## config.mk

```make
export PLATFORM = sky130hd
export DESIGN_NAME = port_csr_group1
export DESIGN_NICKNAME = d
export VERILOG_FILES = /design/src/hdl/port_csr_pkg.sv /design/src/hdl/port_csr_group1.sv
export VERILOG_INCLUDE_DIRS = /design/src /design/src/hdl
export SDC_FILE = /design/constraint.sdc
export NUM_CORES = 1
export LEC_CHECK = 0
export ABC_CLOCK_PERIOD_IN_PS = 2300
export BUFFER_PORTS_ARGS = -buffer_cell sky130_fd_sc_hd__buf_2
export CELL_PAD_IN_SITES_DETAIL_PLACEMENT = 0
export CELL_PAD_IN_SITES_GLOBAL_PLACEMENT = 2
export CORE_AREA = 3 3 113 104
export DETAILED_ROUTE_END_ITERATION = 7
export DIE_AREA = 0 0 116 107
export GPL_TIMING_DRIVEN = 0
export HOLD_SLACK_MARGIN = 0.02
export PLACE_DENSITY_LB_ADDON = 0.2
export SYNTH_ARGS = -nofsm -noshare
export SYNTH_HDL_FRONTEND = slang
export SYNTH_SLANG_ARGS = --single-unit
export TNS_END_PERCENT = 50
```

## constraint.sdc

```tcl
create_clock -name mclk -period 2.3 [get_ports mclk]
set_input_delay 0.575 -clock mclk [delete_from_list [all_inputs] [get_ports mclk]]
set_output_delay 0.575 -clock mclk [all_outputs]
set_load 0.1 [all_outputs]
```

## src/hdl/port_csr_map.svh

```systemverilog
// register indices, field positions and reset values of the port csr pair
`ifndef PORT_CSR_MAP_SVH
`define PORT_CSR_MAP_SVH
`define CSR_IDX_PORT_A 1'b0
`define CSR_IDX_PORT_B 1'b1
`define CSR_WIDTH 16
`define CSR_LOW_BYTE_MSB 7
`define CSR_DIR_BIT 8
`define CSR_IE_BIT 9
`define CSR_RDY_BIT 15
`define CSR_DIR_RESET 1'b0
`define CSR_IE_RESET 1'b0
`define CSR_BE_LOW 0
`define CSR_BE_HIGH 1
`define REQ_LINES_DEFAULT 16
`endif

```

## src/hdl/port_csr_pkg.sv

```systemverilog
// types shared by the port csr block
package port_csr_pkg;
  // one host access to the csr pair
  typedef struct packed {
    logic sel;
    logic wr;
    logic rd;
    logic addr;
    logic [1:0] be;
    logic [15:0] wdata;
  } host_req_s;

  // strobes and write byte toward the group 1 interrupt controller
  typedef struct packed {
    logic cmd_wr;
    logic data_wr;
    logic data_rd;
    logic [7:0] wdata;
  } ctl_req_s;

  typedef enum logic [0:0] {
    ACC_IDLE = 1'b0,
    ACC_FETCH = 1'b1
  } acc_state_e;
endpackage : port_csr_pkg

```

## src/hdl/port_csr_group1.sv

```systemverilog
// control/status register pair for ports a and b with group 1 access
//
// What this block does
// - Sixteen request lines are watched, each may raise its own vector.
// - Port a low byte reads controller status; a write passes a command.
// - Port b low byte accesses the register picked by the last command.
// - Bus initialize leaves both low bytes untouched.
// - Bit 8 of each register steers only that port's own buffer direction.
// - A zero direction bit asserts the ready output; the block is input side.
// - Port data is driven only while direction is one and user ready is set.
// - If direction or user ready is negated, the port data stays released.
// - Bus initialize clears both direction bits.
// - Bit 9 of the port a register gates processor interrupts of both groups.
// - Bit 15 of each register reads the two-flop synchronised user ready level of its port.
// - Bus initialize does not alter the user ready status bit.
// - Both registers are reachable by byte and by word.
`timescale 1ns/1ps
`include "port_csr_map.svh"

module port_csr_group1 #(
  parameter int REQ_LINES = `REQ_LINES_DEFAULT
) (
  // clock and reset
  input wire logic mclk,
  input wire logic rst_n,
  input wire logic bus_initialize,
  // host register access
  input wire port_csr_pkg::host_req_s host_req,
  output logic host_busy,
  output logic host_ack,
  output logic [15:0] host_rdata,
  // group 1 interrupt controller side
  output port_csr_pkg::ctl_req_s ctl_req,
  input wire logic [7:0] ctl_status,
  input wire logic [7:0] ctl_rdata,
  input wire logic grp1_irq_req,
  input wire logic grp2_irq_req,
  output logic proc_irq_req,
  // external request lines
  input wire logic [REQ_LINES-1:0] ext_req,
  output logic [REQ_LINES-1:0] ext_req_sync,
  // port a pins
  input wire logic user_ready_a,
  output logic interface_ready_output_a,
  input wire logic [15:0] port_a_data_buffer,
  output logic [15:0] port_a_data_out,
  output logic port_a_data_oe_n,
  // port b pins
  input wire logic user_ready_b,
  output logic interface_ready_output_b,
  input wire logic [15:0] port_b_data_buffer,
  output logic [15:0] port_b_data_out,
  output logic port_b_data_oe_n
);

  // the two groups of eight need an even, non-empty line count; anything
  // else could not be split evenly between the two controllers
  if (REQ_LINES < 2 || (REQ_LINES % 2) != 0) begin : g_bad_req_lines
    $error("REQ_LINES must be even and at least 2");
  end

  // access sequencer
  port_csr_pkg::acc_state_e state_reg;
  logic fetch_addr_reg;

  // two-flop synchronisers for the control inputs that come from pins
  // (bus initialize, user ready and the request lines)
  logic init_meta_reg;
  logic init_sync_reg;
  logic rdy_a_meta_reg;
  logic rdy_a_sync_reg;
  logic rdy_b_meta_reg;
  logic rdy_b_sync_reg;
  logic [REQ_LINES-1:0] req_meta_reg;
  logic [REQ_LINES-1:0] req_sync_reg;

  // the only csr bits that live in this block; the low bytes belong
  // to the controller
  logic dir_a_reg;
  logic dir_b_reg;
  logic ie_reg;

  // host answer
  logic ack_reg;
  logic [15:0] rdata_reg;

  // strobes and byte toward the group 1 controller
  logic ctl_cmd_wr_reg;
  logic ctl_data_wr_reg;
  logic ctl_data_rd_reg;
  logic [7:0] ctl_wdata_reg;

  // registered pin drivers
  logic [15:0] a_out_reg;
  logic [15:0] b_out_reg;
  logic a_oe_n_reg;
  logic b_oe_n_reg;

  // decoded host access terms
  logic take_wr;
  logic take_rd;
  logic wr_low;
  logic wr_high;

  // read views of the two registers
  logic [15:0] csr_a_view;
  logic [15:0] csr_b_view;

  // bus initialize and user ready arrive from pins, so two flops first;
  // the first flop may go metastable, so only the second is ever read,
  // at the cost of two cycles of lag on every pin-driven bit
  always_ff @(posedge mclk or negedge rst_n) begin
    if (!rst_n) begin
      init_meta_reg <= 1'b0;
      init_sync_reg <= 1'b0;
      rdy_a_meta_reg <= 1'b0;
      rdy_a_sync_reg <= 1'b0;
      rdy_b_meta_reg <= 1'b0;
      rdy_b_sync_reg <= 1'b0;
    end else begin
      init_meta_reg <= bus_initialize;
      init_sync_reg <= init_meta_reg;
      rdy_a_meta_reg <= user_ready_a;
      rdy_a_sync_reg <= rdy_a_meta_reg;
      rdy_b_meta_reg <= user_ready_b;
      rdy_b_sync_reg <= rdy_b_meta_reg;
    end
  end

  // request lines are synchronised once here for both controllers,
  // so the two groups never see one line change in different cycles
  always_ff @(posedge mclk or negedge rst_n) begin
    if (!rst_n) begin
      req_meta_reg <= '0;
      req_sync_reg <= '0;
    end else begin
      req_meta_reg <= ext_req;
      req_sync_reg <= req_meta_reg;
    end
  end

  // handed on already two flops deep
  assign ext_req_sync = req_sync_reg;

  // a request is taken only in idle; a fetch cycle makes the host wait,
  // and a request held through busy is taken once the fetch has ended
  assign host_busy = (state_reg == port_csr_pkg::ACC_FETCH);
  assign take_wr = host_req.sel && host_req.wr && !host_busy;
  assign take_rd = host_req.sel && host_req.rd && !host_req.wr && !host_busy;
  assign wr_low = take_wr && host_req.be[`CSR_BE_LOW];
  assign wr_high = take_wr && host_req.be[`CSR_BE_HIGH];

  // access sequencer: reads spend one cycle letting the controller answer;
  // the fetch cycle gives the controller a whole clock to present its
  // data byte after the read strobe, while writes need no such wait
  always_ff @(posedge mclk or negedge rst_n) begin
    if (!rst_n) begin
      state_reg <= port_csr_pkg::ACC_IDLE;
      fetch_addr_reg <= 1'b0;
    end else begin
      case (state_reg)
        port_csr_pkg::ACC_IDLE: begin
          if (take_rd) begin
            state_reg <= port_csr_pkg::ACC_FETCH;
            fetch_addr_reg <= host_req.addr;
          end
        end
        port_csr_pkg::ACC_FETCH: begin
          state_reg <= port_csr_pkg::ACC_IDLE;
        end
        default: begin
          state_reg <= port_csr_pkg::ACC_IDLE;
        end
      endcase
    end
  end

  // direction and enable bits; bus initialize wins over a host write,
  // since the clear must stick even when software writes in that cycle;
  // the synchronised init is used so a pin glitch cannot half-clear them
  always_ff @(posedge mclk or negedge rst_n) begin
    if (!rst_n) begin
      dir_a_reg <= `CSR_DIR_RESET;
      dir_b_reg <= `CSR_DIR_RESET;
      ie_reg <= `CSR_IE_RESET;
    end else if (init_sync_reg) begin
      dir_a_reg <= `CSR_DIR_RESET;
      dir_b_reg <= `CSR_DIR_RESET;
      ie_reg <= `CSR_IE_RESET;
    end else if (wr_high) begin
      // bits 10..15 of a and 9..15 of b have no storage at all
      if (host_req.addr == `CSR_IDX_PORT_A) begin
        dir_a_reg <= host_req.wdata[`CSR_DIR_BIT];
        ie_reg <= host_req.wdata[`CSR_IE_BIT];
      end else begin
        dir_b_reg <= host_req.wdata[`CSR_DIR_BIT];
      end
    end
  end

  // low byte writes go straight to the controller as one-cycle strobes;
  // the byte is kept after the strobe, so a late controller still sees it
  always_ff @(posedge mclk or negedge rst_n) begin
    if (!rst_n) begin
      ctl_cmd_wr_reg <= 1'b0;
      ctl_data_wr_reg <= 1'b0;
      ctl_data_rd_reg <= 1'b0;
      ctl_wdata_reg <= 8'h00;
    end else begin
      ctl_cmd_wr_reg <= wr_low && (host_req.addr == `CSR_IDX_PORT_A);
      ctl_data_wr_reg <= wr_low && (host_req.addr == `CSR_IDX_PORT_B);
      // reading the data byte may have side effects, so flag it once
      ctl_data_rd_reg <= take_rd &&
                         (host_req.addr == `CSR_IDX_PORT_B);
      if (wr_low) begin
        ctl_wdata_reg <= host_req.wdata[`CSR_LOW_BYTE_MSB:0];
      end
    end
  end

  // the low bytes are never held here, so bus initialize cannot touch them;
  // strobes leave on flops, so the controller sees clean one-cycle pulses
  assign ctl_req.cmd_wr = ctl_cmd_wr_reg;
  assign ctl_req.data_wr = ctl_data_wr_reg;
  assign ctl_req.data_rd = ctl_data_rd_reg;
  assign ctl_req.wdata = ctl_wdata_reg;

  // read views; unused bits are constant zero
  // they are tied low rather than stored, so writes to them vanish;
  // built every cycle, only the fetch cycle copies one of them out
  always_comb begin
    csr_a_view = '0;
    csr_a_view[`CSR_LOW_BYTE_MSB:0] = ctl_status;
    csr_a_view[`CSR_DIR_BIT] = dir_a_reg;
    csr_a_view[`CSR_IE_BIT] = ie_reg;
    csr_a_view[`CSR_RDY_BIT] = rdy_a_sync_reg;
    csr_b_view = '0;
    csr_b_view[`CSR_LOW_BYTE_MSB:0] = ctl_rdata;
    csr_b_view[`CSR_DIR_BIT] = dir_b_reg;
    csr_b_view[`CSR_RDY_BIT] = rdy_b_sync_reg;
  end

  // answer: writes ack the cycle after, reads after the fetch cycle;
  // rdata is left alone after the ack so a slow reader can still take it
  always_ff @(posedge mclk or negedge rst_n) begin
    if (!rst_n) begin
      ack_reg <= 1'b0;
      rdata_reg <= 16'h0000;
    end else begin
      ack_reg <= take_wr || (state_reg == port_csr_pkg::ACC_FETCH);
      if (state_reg == port_csr_pkg::ACC_FETCH) begin
        // whole word returned; a byte reader picks its lane
        rdata_reg <= (fetch_addr_reg == `CSR_IDX_PORT_A) ?
                     csr_a_view : csr_b_view;
      end
    end
  end

  // answer straight from its flops
  assign host_ack = ack_reg;
  assign host_rdata = rdata_reg;

  // processor request from either group is gated by the global enable;
  // combinational so clearing the enable drops the request at once
  always_comb begin
    proc_irq_req = ie_reg && (grp1_irq_req || grp2_irq_req);
  end

  // ready output says the block is the input side
  // it follows the stored bit only; user ready plays no part here
  assign interface_ready_output_a = !dir_a_reg;
  assign interface_ready_output_b = !dir_b_reg;

  // pin drivers; user ready is the user's own request to be fed data
  // data and enable are both registered so they change in one cycle
  // and the pins never show a half-updated word
  always_ff @(posedge mclk or negedge rst_n) begin
    if (!rst_n) begin
      a_out_reg <= 16'h0000;
      b_out_reg <= 16'h0000;
      a_oe_n_reg <= 1'b1;
      b_oe_n_reg <= 1'b1;
    end else begin
      a_out_reg <= port_a_data_buffer;
      b_out_reg <= port_b_data_buffer;
      a_oe_n_reg <= !(dir_a_reg && rdy_a_sync_reg);
      b_oe_n_reg <= !(dir_b_reg && rdy_b_sync_reg);
    end
  end

  // pins straight from the driver flops
  assign port_a_data_out = a_out_reg;
  assign port_b_data_out = b_out_reg;
  assign port_a_data_oe_n = a_oe_n_reg;
  assign port_b_data_oe_n = b_oe_n_reg;

endmodule : port_csr_group1

```

Word level (Yosys, flattened, before mapping)

Index checks and enable logic that the tools add are counted.

Word-level logic and storage cells: 64
Register bits after elaboration: 105
Output and inout bits: 82
Input bits: 93

Reductions and logical operators: 26
Bitwise gates (word level): 2
Eq/ne operators: 1
Multiplexer cells: 12

Operator list:

| kind                                                                     | number |
|---|---|
| 16-bit two-way mux                                                       | 1 |
| 1-bit logical AND                                                        | 13 |
| 1-bit two-way mux                                                        | 10 |
| 1-bit logical NOT                                                        | 6 |
| 2-bit AND reduction                                                      | 3 |
| 2-bit nonzero test                                                       | 2 |
| 1-bit logical OR                                                         | 2 |
| 2-bit by 1-bit inequality test with 1-bit output (second input constant) | 1 |
| 1-bit inverter                                                           | 2 |
| 1-bit one-hot mux with 2 select lines                                    | 1 |

Depth between registers and ports, before layout

Depth in word-level cells: 5
Mapped depth: 4
Mapped depth without buffers: 3

Worst setup path before layout

Ideal clock, no wire load.

Kind: in2out
Start: in grp2_irq_req
End: out proc_irq_req
Path buffers: 0
Arrival time: 1.301 ns
Slack: 0.424 ns
Stages: 1
Data required time: 1.725 ns
Cell sequence: o21a_1

Longest elaborated chain between the ends: 2

Ends and longest elaborated chain:

| item              | line                   | source |
|---|---|---|
| from (decl)       | port_csr_group1.sv:37  | `input wire logic grp2_irq_req,` |
| 1-bit logical OR  | port_csr_group1.sv:266 | `proc_irq_req = ie_reg && (grp1_irq_req \|\| grp2_irq_req);` |
| 1-bit logical AND | port_csr_group1.sv:266 |  |
| to (decl)         | port_csr_group1.sv:38  | `output logic proc_irq_req,` |

Every way passes these cells.

Final worst setup path

Start: reg ie_reg
End: out proc_irq_req

Longest elaborated chain between the ends: 1

Ends and longest elaborated chain:

| item                   | line                   | source |
|---|---|---|
| from (decl)            | port_csr_group1.sv:81  | `logic ie_reg;` |
| from (signal assigned) | port_csr_group1.sv:185 | `` ie_reg <= `CSR_IE_RESET; `` |
| from (signal assigned) | port_csr_group1.sv:189 | `` ie_reg <= `CSR_IE_RESET; `` |
| from (signal assigned) | port_csr_group1.sv:194 | `` ie_reg <= host_req.wdata[`CSR_IE_BIT]; `` |
| 1-bit logical AND      | port_csr_group1.sv:266 |  |

Every way passes these cells.

==> metrics.txt <==
post_cts resized 0; Post-synth top cells dfrtp_1 (98), nor2_1 (13), mux2i_1 (12); Final ANT Viol Nets 0; Int Power 2880 uW; Flop pwr share 41.5%; Syn Inst Count 178; die extent in y around 110 um; Final Worst Setup Slack 0.441 ns; max frequency 0.538 GHz; Site Rows 36; Initial DRC Count 57; Post-synth EDFFs 0; slew margin rel. 56.7%; CP max FO 3; Final Skew 0.00761 ns; Synth cell types 23; top_reg_cell synth dfrtp_1; ANT cells 0; PD cells about 1100 nW/um^2; Placer Congestion roughly 0.68; crit path DAT 1.28 ns; Psw 1830 uW; die area approximately 12,000 um^2; period utilization 80.8%; CTS tree yes; nets 450; most frequent cell after synthesis dfrtp_1; # setup viols final 0; max_cap viols 0; Routed wire per std cell approximately 14 um; via/cell ratio a little under 4; Worst Tran Pin Value 0.649 ns; #FFs+latches synth 100; Num CTS Buffers 9; setup bufs post-CTS 0; dpl hpwl 5.18 mm; DRC 0; Yosys top cell area share 80.1%; hold crit path type primary input to asynchronous set/reset pin; starting density of the core 28.5%; CTS max path bufs 2; GRT overflow 0; synth top area cells dfrtp_1 (80%), mux2i_1 (3.9%), mux2_2 (3.3%), buf_4 (2.2%), dfstp_2 (1.7%); CP Launch Type register; dominant cell type by area after synthesis dfrtp_1; initial antenna violation count 0; share of layout cells above drive strength 1 56.1%; worst-skew pair later-pin latency 0.34 ns; Comb power frac 27.7%; clock-pin slew on the worst setup and hold paths 0.07 ns; Core Area 10,700 um^2; Final Hold Viols 0; Tmin final 1.86 ns; Synth warnings 0; Initial DRT Pass Iterations 4; # port buffers 163; critical path class register to output pin; Root Driver clkbuf_16; All-Layer GR Usage between 10 and 15%; clock share of power 30.8%; fin. max-slew vios 0; Critical Path RT about 1.7 ns; maximum VDD drop 0.468 mV; Critical Path Sink Type output pin; status complete, no violations; H-Tree Level Count 3; Ports 175; leak pwr 0.00225 uW; CTS sink cnt 100; Async S/R FF share, synth 100%; vias in the first global route 2,143; Post-Syn Area per Cell 17.2 um^2; unrepaired setup endpoints after global routing false; pre-CTS setup slack 0.559 ns; DR vias 1,966; cts hold-fix bufs 0; first-pass GRT wire length ~11 mm; sequential share of the synthesized area 81.8%; Area growth, synth to finish 43.1%; largest net degree at the start of global routing 52; Die X 116 um; synthesized cell area 3060 um^2; overall power 4700 uW; drt total wl 6.88 mm; Sw Share about 39%
-- layout by cell type, fill, tap and decap left out, drive strengths merged, types with 3 or more instances in the layout --
master  instances
a21oi          10
buf           174
clkbuf         11
clkinv          3
conb            5
dfrtp          98
inv             8
mux2            9
mux2i          12
nand2b          4
nor2           13
-- through the flow --
step	setup TNS (ns)	hold slack, ns	util (%)	area (um^2)	instances
after floorplan	0	0.279	-	3080	182
after global placement	-38.67	0.332	37.9	4060	478
after detailed placement	0	0.335	38.1	4090	479
after CTS	0	0.290	40.9	4380	495
after global routing	0	0.306	40.9	4380	495
final	0	0.264	40.9	4380	495
-- logic make-up (layout without fill, tap and decap cells) --
logic type      count (synthesis)  in the layout  synth area share, %
flops                         100            100                 81.8
simple gates                   25             25                 4.78
mux                            21             21                 7.24
buf+inv                        16            196                 3.31
compound gates                 15             15                 2.70
other cells                     1              5                0.123
-- worst max-delay path, cell delays in order, from the launching register on --
cell and delay [ns]:
dfrtp_1 0.41, o21a_1 0.13, buf_2 0.41
-- layer usage --
metal	GRT usage (%)	part of all wire (%)	wire length, um	up-vias
li1	-	-	-	927
met1	14.2	41	2830	910
met2	16.0	42	2910	123
met3	7.73	15	1070	6
met4	2.98	0.97	67	0
met5	0	0	0	-
-- worst paths after layout --
kind | slack [ns] | depth (start not counted) | endpoint | start
max | 0.44 | 2 | proc_irq_req | ie_reg$_DFFE_PN0P_
min | 0.26 | 1 | host_rdata[0]$_DFFE_PN0P_ | rst_n
max reg2reg | 1.01 | 3 | fetch_addr_reg$_DFFE_PN0P_ | host_busy$_DFF_PN0_
min reg2reg | 0.35 | 0 | ext_req_sync[11]$_DFF_PN0_ | req_meta_reg[11]$_DFF_PN0_
max in group asynchronous | 1.38 | 2 | req_meta_reg[7]$_DFF_PN0_ | rst_n
min in group mclk | 0.34 | 1 | req_meta_reg[1]$_DFF_PN0_ | ext_req[1]
-- power groups by stage --
stage | Combinational, uW | Sequential [uW] | Clock, uW
3_5_place_dp | 1320 | 1990 | 0
5_1_grt | 1350 | 1970 | 1610
3_3_place_gp | 1310 | 1980 | 0
2_1_floorplan | 184 | 2830 | 0
4_1_cts | 1320 | 1950 | 1520
6_report | 1300 | 1950 | 1450
-- area by class of cell --
| cell class | instances | area, um^2 |
|---|---|---|
| clock inverter | 7 | 67.6 |
| tap | 133 | 166 |
| sequential | 100 | 2500 |
| buffer | 12 | 86.3 |
| multi-input combinational | 66 | 469 |
| inverter | 4 | 15.0 |
| clock buffer | 9 | 225 |
| fill | 1047 | 6340 |
| timing repair buffer | 164 | 846 |
Note: power is estimated with default switching activity, not from simulation.
